<file path="config.mk">
export PLATFORM = sky130hd
export DESIGN_NAME = uart_line_status
export DESIGN_NICKNAME = d
export VERILOG_FILES = /design/src/core/uart_ls_pkg.sv /design/src/core/uart_line_status.sv
export SDC_FILE = /design/constraint.sdc
export NUM_CORES = 1
export LEC_CHECK = 0
export BUFFER_PORTS_ARGS = -buffer_cell sky130_fd_sc_hd__buf_2
export CORE_UTILIZATION = 60
export CTS_CLUSTER_SIZE = 40
export DETAILED_ROUTE_END_ITERATION = 10
export PLACE_DENSITY = 0.74
export SYNTH_ARGS = -nofsm -noshare
export SYNTH_HDL_FRONTEND = slang
export SYNTH_SLANG_ARGS = --single-unit
</file>
<file path="constraint.sdc">
create_clock -name clk_sys_i -period 7.9 [get_ports clk_sys_i]
set_input_delay 0.395 -clock clk_sys_i [delete_from_list [all_inputs] [get_ports clk_sys_i]]
set_output_delay 0.395 -clock clk_sys_i [all_outputs]
set_load 0.05 [all_outputs]
</file>
<file path="src/core/uart_ls_pkg.sv">
package uart_ls_pkg;
    // Register byte addresses
    localparam logic [31:0] DATA_ADDR = 32'h5000_1100;
    localparam logic [31:0] CFG_ADDR = 32'h5000_1104;
    localparam logic [31:0] STATUS_ADDR = 32'h5000_1114;

    // Status word bit positions and reset value
    localparam int DR_BIT = 0;
    localparam int OE_BIT = 1;
    localparam int PE_BIT = 2;
    localparam int FE_BIT = 3;
    localparam int BI_BIT = 4;
    localparam int THRE_BIT = 5;
    localparam int TEMT_BIT = 6;
    localparam int RFE_BIT = 7;
    localparam logic [7:0] STATUS_RESET = 8'h60;

    // Configuration word fields
    localparam int CFG_FIFO_EN = 0;
    localparam int CFG_LVL_MODE = 1;
    localparam int CFG_PAR_EN = 2;
    localparam int CFG_PAR_EVEN = 3;
    localparam int CFG_IR_MODE = 4;
    localparam int CFG_TX_IRQ_EN = 5;
    localparam int CFG_THRESH_LO = 6;
    localparam int CFG_LEN_LO = 8;
    localparam int CFG_W = 10;
    localparam logic [CFG_W-1:0] CFG_RESET = 10'h000;

    // Receive entry layout: data in [7:0], then error marks
    localparam int ENT_PE = 8;
    localparam int ENT_FE = 9;
    localparam int ENT_BI = 10;
    localparam int ENT_W = 11;

    // Storage and timing
    localparam int FIFO_DEPTH = 16;
    localparam int PTR_W = 4;
    localparam int CNT_W = 5;
    localparam logic [CNT_W-1:0] FIFO_FULL_CNT = 5'h10;
    localparam logic [3:0] MID_TICK = 4'h7;
    localparam logic [3:0] LAST_TICK = 4'hf;
    localparam logic [4:0] IR_HOLD_TICKS = 5'h10;

    typedef enum {RX_IDLE, RX_START, RX_DATA, RX_PAR, RX_STOP, RX_BRK, RX_WAIT_HIGH} rx_state_e;
endpackage : uart_ls_pkg
</file>
<file path="src/core/uart_line_status.sv">
`timescale 1ns/100ps
// Notes on behaviour
// RQ1 - With FIFOs on, FIFO error flag set while any stored char has error.
// RQ2 - FIFO error clears on status read only if no errored char remains behind head.
// RQ3 - Transmitter empty when shifter and FIFO/holding both empty; resets to one.
// RQ4 - Holding-empty set when transmit store empties into shifter; resets to one.
// RQ5 - Holding-empty raises transmit interrupt when enabled and threshold mode off.
// RQ6 - Threshold mode with FIFOs: holding-empty means FIFO full, interrupt follows threshold.
// RQ7 - Break set when serial input low longer than one whole frame.
// RQ8 - In infrared mode, break set when input pulsed low for over a frame.
// RQ9 - Break yields exactly one zero character; FIFO mode shows flag at head.
// RQ10 - Non-FIFO break flag sets at once, held until status read clears it.
// RQ11 - Framing error on missing stop bit; FIFO mode shows it at head.
// RQ12 - After framing error, stop position is taken as next start bit.
// RQ13 - A break also sets the framing error flag.
// RQ14 - Parity error only with parity enabled; FIFO mode shows it at head.
// RQ15 - A break also sets the parity error flag.
// RQ16 - Non-FIFO overrun when char arrives unread; new char overwrites buffer.
// RQ17 - FIFO overrun when char completes into full FIFO; new char dropped.
// RQ18 - Status read clears overrun, parity and framing flags.
// RQ19 - Data ready while any received char is held; resets to zero.
// RQ20 - Data ready clears on buffer read, or when FIFO runs empty.
// RQ21 - Cleared flags return old value; same-cycle events survive the clear.
module uart_line_status (
    // Clock, reset and enable
    input wire logic clk_sys_i,
    input wire logic nrst_i,
    input wire logic ce_i,
    // Oversampling tick, sixteen per bit
    input wire logic baud16_tick_i,
    // Serial lines and transmit interrupt
    input wire logic sin_i,
    input wire logic sir_in_i,
    output logic sout_o,
    output logic tx_irq_o,
    // APB slave
    input wire logic psel_i,
    input wire logic penable_i,
    input wire logic pwrite_i,
    input wire logic [31:0] paddr_i,
    input wire logic [31:0] pwdata_i,
    output logic [31:0] prdata_o,
    output logic pready_o,
    output logic pslverr_o
);
    import uart_ls_pkg::*;

    function automatic logic [3:0] char_len(input logic [1:0] sel);
        char_len = 4'h5 + {2'b00, sel};
    endfunction : char_len

    function automatic logic par_bit(input logic [7:0] d, input logic even);
        par_bit = even ? ^d : ~^d;
    endfunction : par_bit

    function automatic logic [7:0] len_mask(input logic [3:0] len);
        len_mask = 8'hff >> (4'h8 - len);
    endfunction : len_mask

    // Configuration
    logic [CFG_W-1:0] cfg_q;
    logic fifo_en, lvl_active, par_en, ir_mode;
    logic [3:0] len;
    logic [7:0] frame_ticks;
    assign fifo_en = cfg_q[CFG_FIFO_EN];
    assign lvl_active = cfg_q[CFG_LVL_MODE] & fifo_en;
    assign par_en = cfg_q[CFG_PAR_EN];
    assign ir_mode = cfg_q[CFG_IR_MODE];
    assign len = char_len(cfg_q[CFG_LEN_LO+1:CFG_LEN_LO]);
    assign frame_ticks = {len + 4'h2 + {3'b000, par_en}, 4'h0};

    // Pin synchronisers
    logic [1:0] sin_sync_q, sir_sync_q;
    always_ff @(posedge clk_sys_i) begin
        if (!nrst_i) begin
            sin_sync_q <= 2'b11;
            sir_sync_q <= 2'b11;
        end else if (ce_i) begin
            sin_sync_q <= {sin_sync_q[0], sin_i};
            sir_sync_q <= {sir_sync_q[0], sir_in_i};
        end
    end

    // Infrared pulses stretched to a full bit, so a pulse train reads as a low line
    logic [4:0] ir_hold_q;
    logic rx_line;
    always_ff @(posedge clk_sys_i) begin
        if (!nrst_i) begin
            ir_hold_q <= 5'h00;
        end else if (ce_i) begin
            if (!sir_sync_q[1]) begin
                ir_hold_q <= IR_HOLD_TICKS;
            end else if (baud16_tick_i && ir_hold_q != 5'h00) begin
                ir_hold_q <= ir_hold_q - 5'h01;
            end
        end
    end
    assign rx_line = ir_mode ? (ir_hold_q == 5'h00) : sin_sync_q[1];

    // Break detector: low for more than one whole frame
    logic [7:0] brk_cnt_q;
    logic break_det;
    always_ff @(posedge clk_sys_i) begin
        if (!nrst_i) begin
            brk_cnt_q <= 8'h00;
        end else if (ce_i) begin
            if (rx_line) begin
                brk_cnt_q <= 8'h00;
            end else if (baud16_tick_i && brk_cnt_q != 8'hff) begin
                brk_cnt_q <= brk_cnt_q + 8'h01;
            end
        end
    end
    assign break_det = baud16_tick_i & ~rx_line & (brk_cnt_q == frame_ticks); // see RQ7 see RQ8

    // APB decode; one wait state so read data comes from a flop
    logic pready_q, slverr_q, done, hit_data, hit_cfg, hit_status;
    logic rd_status, rd_data, wr_data, wr_cfg, flush;
    logic [31:0] prdata_q;
    logic [7:0] status;
    assign hit_data = paddr_i == DATA_ADDR;
    assign hit_cfg = paddr_i == CFG_ADDR;
    assign hit_status = paddr_i == STATUS_ADDR;
    assign done = psel_i & penable_i & pready_q;
    assign rd_status = done & ~pwrite_i & hit_status;
    assign rd_data = done & ~pwrite_i & hit_data;
    assign wr_data = done & pwrite_i & hit_data;
    assign wr_cfg = done & pwrite_i & hit_cfg;
    // Toggling FIFO mode empties both stores so stale entries never mix modes
    assign flush = wr_cfg & (pwdata_i[CFG_FIFO_EN] != fifo_en);

    // Receive store
    logic [ENT_W-1:0] rx_mem [FIFO_DEPTH];
    logic [PTR_W-1:0] rx_rd_q, rx_wr_q;
    logic [CNT_W-1:0] rx_cnt_q, rx_cnt_d, rx_err_q, rx_cap;
    logic rx_push_q, rx_full, rx_pop, rx_accept, rx_ovw, overrun, head_arrive_q;
    logic [ENT_W-1:0] rx_ent_q, rx_head;
    logic new_err, head_err;
    assign rx_cap = fifo_en ? FIFO_FULL_CNT : 5'h01;
    assign rx_full = rx_cnt_q >= rx_cap;
    assign rx_pop = rd_data & (rx_cnt_q != 5'h00);
    assign rx_accept = rx_push_q & (~rx_full | rx_pop);
    assign overrun = rx_push_q & rx_full & ~rx_pop; // see RQ16 see RQ17
    assign rx_ovw = overrun & ~fifo_en; // see RQ16
    assign rx_head = rx_mem[rx_rd_q];
    assign new_err = |rx_ent_q[ENT_BI:ENT_PE];
    assign head_err = |rx_head[ENT_BI:ENT_PE];
    assign rx_cnt_d = rx_cnt_q + {4'h0, rx_accept} - {4'h0, rx_pop};

    // Receive entries; a full FIFO drops the new char, non-FIFO overwrites
    always_ff @(posedge clk_sys_i) begin
        if (ce_i && rx_accept) begin
            rx_mem[rx_wr_q] <= rx_ent_q;
        end else if (ce_i && rx_ovw) begin
            rx_mem[rx_rd_q] <= rx_ent_q;
        end
    end

    // Receive pointers, count and errored-entry count
    always_ff @(posedge clk_sys_i) begin
        if (!nrst_i) begin
            rx_rd_q <= '0;
            rx_wr_q <= '0;
            rx_cnt_q <= '0;
            rx_err_q <= '0;
            head_arrive_q <= 1'b0;
        end else if (ce_i) begin
            if (flush) begin
                rx_rd_q <= '0;
                rx_wr_q <= '0;
                rx_cnt_q <= '0;
                rx_err_q <= '0;
                head_arrive_q <= 1'b0;
            end else begin
                rx_wr_q <= rx_wr_q + PTR_W'(rx_accept);
                rx_rd_q <= rx_rd_q + PTR_W'(rx_pop);
                rx_cnt_q <= rx_cnt_d; // see RQ20
                rx_err_q <= rx_err_q + {4'h0, rx_accept & new_err} - {4'h0, rx_pop & head_err};
                // A new char reaches the head when the store was empty or was popped
                head_arrive_q <= fifo_en & (rx_cnt_d != 5'h00) & ((rx_cnt_q == 5'h00) | rx_pop);
            end
        end
    end

    // Receiver state machine
    rx_state_e rx_state_q;
    logic [3:0] rx_tick_q, rx_bit_q;
    logic [7:0] rx_sh_q, rx_char;
    logic rx_par_q, rx_pe;
    assign rx_char = rx_sh_q >> (4'h8 - len);
    assign rx_pe = par_en & (rx_par_q != par_bit(rx_char, cfg_q[CFG_PAR_EVEN])); // see RQ14
    always_ff @(posedge clk_sys_i) begin
        if (!nrst_i) begin
            rx_state_q <= RX_IDLE;
            rx_tick_q <= 4'h0;
            rx_bit_q <= 4'h0;
            rx_sh_q <= 8'h00;
            rx_par_q <= 1'b0;
            rx_push_q <= 1'b0;
            rx_ent_q <= '0;
        end else if (ce_i) begin
            rx_push_q <= 1'b0;
            if (baud16_tick_i) begin
                rx_tick_q <= rx_tick_q + 4'h1;
                case (rx_state_q)
                    RX_IDLE: begin
                        rx_tick_q <= 4'h0;
                        if (!rx_line) begin
                            rx_state_q <= RX_START;
                        end
                    end
                    RX_START: begin
                        if (rx_tick_q == MID_TICK) begin
                            rx_tick_q <= 4'h0;
                            rx_bit_q <= 4'h0;
                            rx_state_q <= rx_line ? RX_IDLE : RX_DATA;
                        end
                    end
                    RX_DATA: begin
                        if (rx_tick_q == LAST_TICK) begin
                            rx_sh_q <= {rx_line, rx_sh_q[7:1]};
                            rx_bit_q <= rx_bit_q + 4'h1;
                            if (rx_bit_q == len - 4'h1) begin
                                rx_state_q <= par_en ? RX_PAR : RX_STOP;
                            end
                        end
                    end
                    RX_PAR: begin
                        if (rx_tick_q == LAST_TICK) begin
                            rx_par_q <= rx_line;
                            rx_state_q <= RX_STOP;
                        end
                    end
                    RX_STOP: begin
                        if (rx_tick_q == LAST_TICK) begin
                            if (rx_line) begin
                                rx_push_q <= 1'b1;
                                rx_ent_q <= {2'b00, rx_pe, rx_char};
                                rx_state_q <= RX_IDLE;
                            end else if (rx_char == 8'h00 && !(par_en && rx_par_q)) begin
                                // All bits low so far: wait to tell break from framing error
                                rx_state_q <= RX_BRK;
                            end else begin
                                rx_push_q <= 1'b1;
                                rx_ent_q <= {2'b01, rx_pe, rx_char}; // see RQ11
                                rx_bit_q <= 4'h0;
                                rx_state_q <= RX_DATA; // see RQ12
                            end
                        end
                    end
                    RX_BRK: begin
                        if (break_det) begin
                            rx_push_q <= 1'b1;
                            rx_ent_q <= {3'b111, 8'h00}; // see RQ9 see RQ13 see RQ15
                            rx_state_q <= RX_WAIT_HIGH;
                        end else if (rx_line) begin
                            rx_push_q <= 1'b1;
                            rx_ent_q <= {2'b01, rx_pe, 8'h00}; // see RQ11
                            rx_state_q <= RX_IDLE;
                        end
                    end
                    RX_WAIT_HIGH: begin
                        // No further chars while the break lasts
                        if (rx_line) begin
                            rx_state_q <= RX_IDLE; // see RQ9
                        end
                    end
                    default: begin
                        rx_state_q <= RX_IDLE;
                    end
                endcase
            end
        end
    end

    // Sticky error flags; clear only the bits the read returned
    logic oe_q, pe_q, fe_q, bi_q, rfe_q, clr_ok, rfe_clr;
    logic [ENT_W-1:0] err_src;
    logic err_vld;
    assign err_vld = fifo_en ? head_arrive_q : rx_push_q; // see RQ9 see RQ10 see RQ11 see RQ14
    assign err_src = fifo_en ? rx_head : rx_ent_q;
    assign clr_ok = rx_err_q == 5'h00 || (rx_err_q == 5'h01 && head_err && rx_cnt_q != 5'h00);
    assign rfe_clr = rd_status & prdata_q[RFE_BIT] & clr_ok; // see RQ2
    always_ff @(posedge clk_sys_i) begin
        if (!nrst_i) begin
            oe_q <= STATUS_RESET[OE_BIT];
            pe_q <= STATUS_RESET[PE_BIT];
            fe_q <= STATUS_RESET[FE_BIT];
            bi_q <= STATUS_RESET[BI_BIT];
            rfe_q <= STATUS_RESET[RFE_BIT];
        end else if (ce_i) begin
            // Set wins over a clear in the same cycle
            oe_q <= overrun | (oe_q & ~(rd_status & prdata_q[OE_BIT])); // see RQ18 see RQ21
            pe_q <= (err_vld & err_src[ENT_PE]) | (pe_q & ~(rd_status & prdata_q[PE_BIT])); // see RQ18
            fe_q <= (err_vld & err_src[ENT_FE]) | (fe_q & ~(rd_status & prdata_q[FE_BIT])); // see RQ18
            bi_q <= (err_vld & err_src[ENT_BI]) | (bi_q & ~(rd_status & prdata_q[BI_BIT])); // see RQ10
            rfe_q <= fifo_en & ~flush & ((rx_accept & new_err) | (rfe_q & ~rfe_clr)); // see RQ1 see RQ21
        end
    end

    // Transmit store
    logic [7:0] tx_mem [FIFO_DEPTH];
    logic [PTR_W-1:0] tx_rd_q, tx_wr_q;
    logic [CNT_W-1:0] tx_cnt_q;
    logic tx_push, tx_load, tx_busy_q, tx_full;
    logic [11:0] tx_sh_q, tx_frame;
    logic [3:0] tx_bits_q, tx_tick_q;
    logic [7:0] tx_d;
    assign tx_full = tx_cnt_q >= rx_cap;
    assign tx_push = wr_data & ~tx_full;
    assign tx_load = ~tx_busy_q & (tx_cnt_q != 5'h00) & ~flush;
    assign tx_d = tx_mem[tx_rd_q] & len_mask(len);

    // Frame: start, data LSB first, optional parity, stop, idle ones
    always_comb begin
        tx_frame = 12'hfff;
        tx_frame[0] = 1'b0;
        for (int i = 0; i < 8; i++) begin
            if (i < int'(len)) begin
                tx_frame[1+i] = tx_d[i];
            end
        end
        if (par_en) begin
            tx_frame[1+int'(len)] = par_bit(tx_d, cfg_q[CFG_PAR_EVEN]);
        end
    end

    always_ff @(posedge clk_sys_i) begin
        if (ce_i && tx_push) begin
            tx_mem[tx_wr_q] <= pwdata_i[7:0];
        end
    end

    // Transmit pointers and shifter
    always_ff @(posedge clk_sys_i) begin
        if (!nrst_i) begin
            tx_rd_q <= '0;
            tx_wr_q <= '0;
            tx_cnt_q <= '0;
            tx_busy_q <= 1'b0;
            tx_sh_q <= 12'hfff;
            tx_bits_q <= 4'h0;
            tx_tick_q <= 4'h0;
        end else if (ce_i) begin
            if (flush) begin
                tx_rd_q <= '0;
                tx_wr_q <= '0;
                tx_cnt_q <= '0;
            end else begin
                tx_wr_q <= tx_wr_q + PTR_W'(tx_push);
                tx_rd_q <= tx_rd_q + PTR_W'(tx_load);
                tx_cnt_q <= tx_cnt_q + {4'h0, tx_push} - {4'h0, tx_load};
            end
            if (tx_load) begin
                tx_busy_q <= 1'b1;
                tx_sh_q <= tx_frame;
                tx_bits_q <= len + 4'h2 + {3'b000, par_en};
                tx_tick_q <= 4'h0;
            end else if (tx_busy_q && baud16_tick_i) begin
                tx_tick_q <= tx_tick_q + 4'h1;
                if (tx_tick_q == LAST_TICK) begin
                    tx_sh_q <= {1'b1, tx_sh_q[11:1]};
                    tx_bits_q <= tx_bits_q - 4'h1;
                    tx_busy_q <= tx_bits_q != 4'h1;
                end
            end
        end
    end

    // Status word and transmit interrupt
    logic thre, temt, tx_irq_q;
    logic [CNT_W-1:0] thresh_lvl;
    assign thre = lvl_active ? tx_full : (tx_cnt_q == 5'h00); // see RQ4 see RQ6
    assign temt = ~tx_busy_q & (tx_cnt_q == 5'h00); // see RQ3
    always_comb begin
        case (cfg_q[CFG_THRESH_LO+1:CFG_THRESH_LO])
            2'h0: thresh_lvl = 5'h00;
            2'h1: thresh_lvl = 5'h02;
            2'h2: thresh_lvl = FIFO_FULL_CNT >> 2;
            default: thresh_lvl = FIFO_FULL_CNT >> 1;
        endcase
        status = 8'h00;
        status[DR_BIT] = rx_cnt_q != 5'h00; // see RQ19
        status[OE_BIT] = oe_q;
        status[PE_BIT] = pe_q;
        status[FE_BIT] = fe_q;
        status[BI_BIT] = bi_q;
        status[THRE_BIT] = thre;
        status[TEMT_BIT] = temt;
        status[RFE_BIT] = rfe_q;
    end

    // Interrupt is a level; threshold mode hands it to the FIFO level
    always_ff @(posedge clk_sys_i) begin
        if (!nrst_i) begin
            tx_irq_q <= 1'b0;
        end else if (ce_i) begin
            tx_irq_q <= cfg_q[CFG_TX_IRQ_EN] & (lvl_active ? (tx_cnt_q <= thresh_lvl) : thre); // see RQ5 see RQ6
        end
    end

    // Configuration register and APB answer
    always_ff @(posedge clk_sys_i) begin
        if (!nrst_i) begin
            cfg_q <= CFG_RESET;
            pready_q <= 1'b0;
            slverr_q <= 1'b0;
            prdata_q <= 32'h0000_0000;
        end else if (ce_i) begin
            if (wr_cfg) begin
                cfg_q <= pwdata_i[CFG_W-1:0];
            end
            pready_q <= psel_i & penable_i & ~pready_q;
            if (psel_i && penable_i && !pready_q) begin
                slverr_q <= ~(hit_data | hit_cfg | hit_status);
                if (pwrite_i) begin
                    prdata_q <= 32'h0000_0000;
                end else if (hit_status) begin
                    prdata_q <= {24'h00_0000, status}; // see RQ21
                end else if (hit_data) begin
                    prdata_q <= {24'h00_0000, rx_head[7:0]};
                end else if (hit_cfg) begin
                    prdata_q <= {22'h00_0000, cfg_q};
                end else begin
                    prdata_q <= 32'h0000_0000;
                end
            end
        end
    end

    assign prdata_o = prdata_q;
    assign pready_o = pready_q;
    assign pslverr_o = pready_q & slverr_q;
    assign sout_o = tx_sh_q[0];
    assign tx_irq_o = tx_irq_q;
endmodule : uart_line_status

</file>
==> qor.yml <==
status:
  status: "completed"
cts:
  clk_latency_ps: 590
  cts_resized: 0
  cts_tree: "done"
  cts_setup_buffers: 0
  h-tree-depth: 2
  ctsHoldBuffers: 0
  clock-sinks: 471
  cts.clk_slew.worst_paths_ps: 60
  cts_root_buf: "clkbuf_16"
  clk_path_buf_depth: 3
  cts_buffers: 48
timing:
  skew_ps: 23.0
  drv_slew: 0
  clock.fmax_ghz: 0.211
  fin_crit_sh_pct: 60.0
  finalHoldViolCount: 0
  slew_headroom_pct: 26.6
  tightest_slew_ps: 1090
  final.setup.tns_ps: 0
  grt_setup_unrepaired: "false"
  period_needed_ps: 4740
  setup_viol_count_final: 0
synth:
  syn_area_mm2: 0.0206
  ys_seq_area_share_pct: 60.7
  synth_top_area_share_pct: 44.4
  synth-async-reset-ratio_pct: 0
  yosys_most_used_dff: "edfxtp_1"
  netlist.top_cell.by_area: "edfxtp_1"
  synth_cell_types: 75
  synthCells: 1543
  ys_ff_latch: 471
  avgSynthCellArea_um2: 13.3
  yosysWarnings: 0
  synth_edf_count: 304
  synth_area_leaders: "edfxtp_1 (44%), dfxtp_1 (16%), mux4_2 (9.9%), ha_1 (3.7%), nor2_1 (3.2%)"
worst_setup_path:
  rrSetupSlack_ps: 3340
  setup.worst_path.end: "tx_cnt_q[4]"
  required_ps: 8330
  crit_fanout: 20
  cp-start-kind: "primary input"
  rr_endpoint: "rx_err_q[4]"
  arrival_ps: 5170
  worstSetupEndpointType: "flop"
  path_class: "in -> reg"
  rr_worst_depth: 16
  critPathLaunch: "paddr_i[5]"
floorplanning:
  dieWidth_um: 187
  rows: 67
  design.die.area_mm2: 0.0350
  die_y_um: 187
  core-area_mm2: 0.0336
  start_util_pct: 61.2
  io_pins: 109
hold_path:
  min_path_type: "in -> reg"
  hold_depth: 3
drt:
  drc: 0
  wirelength_um: 46600
  firstDrtPassIters: 5
  viasPerCell: 6.15
  wl_per_cell_um: 22.2
  drt_iter0_drc: 1273
  routed-via-count: 12900
  postRouteAntennaNets: 0
place:
  io_buffers: 64
  hpwl_um: 29400
  place.gp.congestion: 0.842
cells_and_area:
  drive_above_1_share_pct: 16.8
  nets: 1749
  area_growth_pct: 11.1
  n_antenna_cell: 0
grt:
  grt_start_max_net_pins: 92
  grt_util_all_layers_pct: 27.0
  overflow: 0
  grt_pass1_vias: 12700
  grt_first_pass_wirelength_um: 72000
  antenna_found_initial: 2
pwr:
  p_total_mw: 5.74
  power_leakage_nw: 8.21
  ir_worst_vdd_mv: 0.207
  power_density_mw_per_mm2: 251
flow_run:
  maxCapViolCount: 0
[Yosys cell counts, drive strengths merged (16+ instances only)]
cell type	instances
mux4	92
nor2b	20
nor2	173
ha	60
a21oi	59
nor3	21
edfxtp	304
nand2b	19
xnor2	32
o21ai	40
mux2i	35
dfxtp	167
a22oi	29
and2	34
buf	42
clkbuf	53
xor2	20
nand3	38
nand4	25
inv	51
nor4	16
nand2	95
[critical path: stages]
cell and delay, ps:
buf_2 100, nor4b_1 300, nand4_1 380, or3_1 710, o31ai_2 1020, inv_2 420
ha_1 420, inv_1 50, ha_1 200, fa_1 440, a21oi_1 180, nor2_1 60
nor2_1 110, xnor2_1 120, nand2_1 80, xor2_1 140, nor2_1 50
[flip-flops by register name, summed over array words and instances, names as in the netlist, 5 cells and up, named ones only]
signal and flops:
rx_ent_q 11, tx_sh_q 12, brk_cnt_q 8, tx_mem 128, prdata_o 10, rx_mem 176
rx_state_q 32, ir_hold_q 5, rx_err_q 5, rx_cnt_q 5, cfg_q 10, rx_sh_q 8
tx_cnt_q 5
[cell type report]
type	count	area [µm²]
repair buffers	94	546
fillers	2350	10800
flip-flops and latches	471	12500
clock buffers	63	1330
inverters	52	195
multi-input cells	946	7490
clock inverters	21	249
well taps	448	561
[layout by cell type (no fill, tap or decap), drive strengths merged, types with 6 or more instances in the layout]
| cell | n |
|---|---|
| a21oi | 59 |
| a22oi | 29 |
| a2bb2oi | 10 |
| a31oi | 11 |
| and2 | 34 |
| and3 | 11 |
| buf | 94 |
| clkbuf | 63 |
| clkinv | 13 |
| conb | 22 |
| dfxtp | 167 |
| edfxtp | 304 |
| ha | 60 |
| inv | 52 |
| mux2i | 35 |
| mux4 | 92 |
| nand2 | 95 |
| nand2b | 19 |
| nand3 | 38 |
| nand4 | 25 |
| nor2 | 173 |
| nor2b | 20 |
| nor3 | 21 |
| nor4 | 16 |
| nor4b | 6 |
| o21ai | 40 |
| or3 | 7 |
| xnor2 | 32 |
| xor2 | 20 |
[through the flow]
stage | cells | util (%) | area, µm² | hold WS, ps | setup slack (ps)
after floorplan | 1564 | - | 20600 | 430 | 4150
after global placement | 2011 | 63.3 | 21300 | 443 | 2710
after detailed placement | 2011 | 63.3 | 21300 | 445 | 2560
after CTS | 2095 | 68.0 | 22800 | 24.3 | 3130
after global routing | 2095 | 68.0 | 22800 | 45.2 | 2760
final | 2095 | 68.0 | 22800 | 40.8 | 3160
[cells by family after synthesis]
family | Yosys count | share of synthesized area (%)
DFF | 471 | 60.7
and+or+nand+nor | 482 | 11.3
other | 1 | 0.0182
adders and majority gates | 63 | 3.94
muxes | 132 | 12.1
xor gates and xnor gates | 53 | 2.37
AOI/OAI and AO/OA | 194 | 6.28
buffers and inverters | 147 | 3.32
[report_power, final]
part           switching [mW]  total, mW  internal (mW)
clock network           0.933       2.28           1.35
registers              0.0471       2.70           2.66
logic                   0.444      0.757          0.313
total                    1.42       5.74           4.32
[routing by layer]
layer	routed length [µm]	global-route usage, %	vias to the layer above
met1	19400	36.5	6383
li1	-	-	5852
met3	3440	5.44	91
met4	1420	10.4	4
met2	22300	43.5	564
met5	29	0	-
[worst min path at each step]
stage	endpoint	slack (ps)	from
3_3_place_gp	rx_state_q[3]	440	rx_state_q[3]
3_5_place_dp	rx_state_q[16]	450	rx_state_q[16]
2_1_floorplan	rx_state_q[12]	430	rx_state_q[12]
5_1_grt	sin_sync_q[0]	50	sin_i
6_report	sir_sync_q[0]	40	sir_in_i
4_1_cts	sir_sync_q[0]	20	sir_in_i
(Power assumes the default switching activity.)
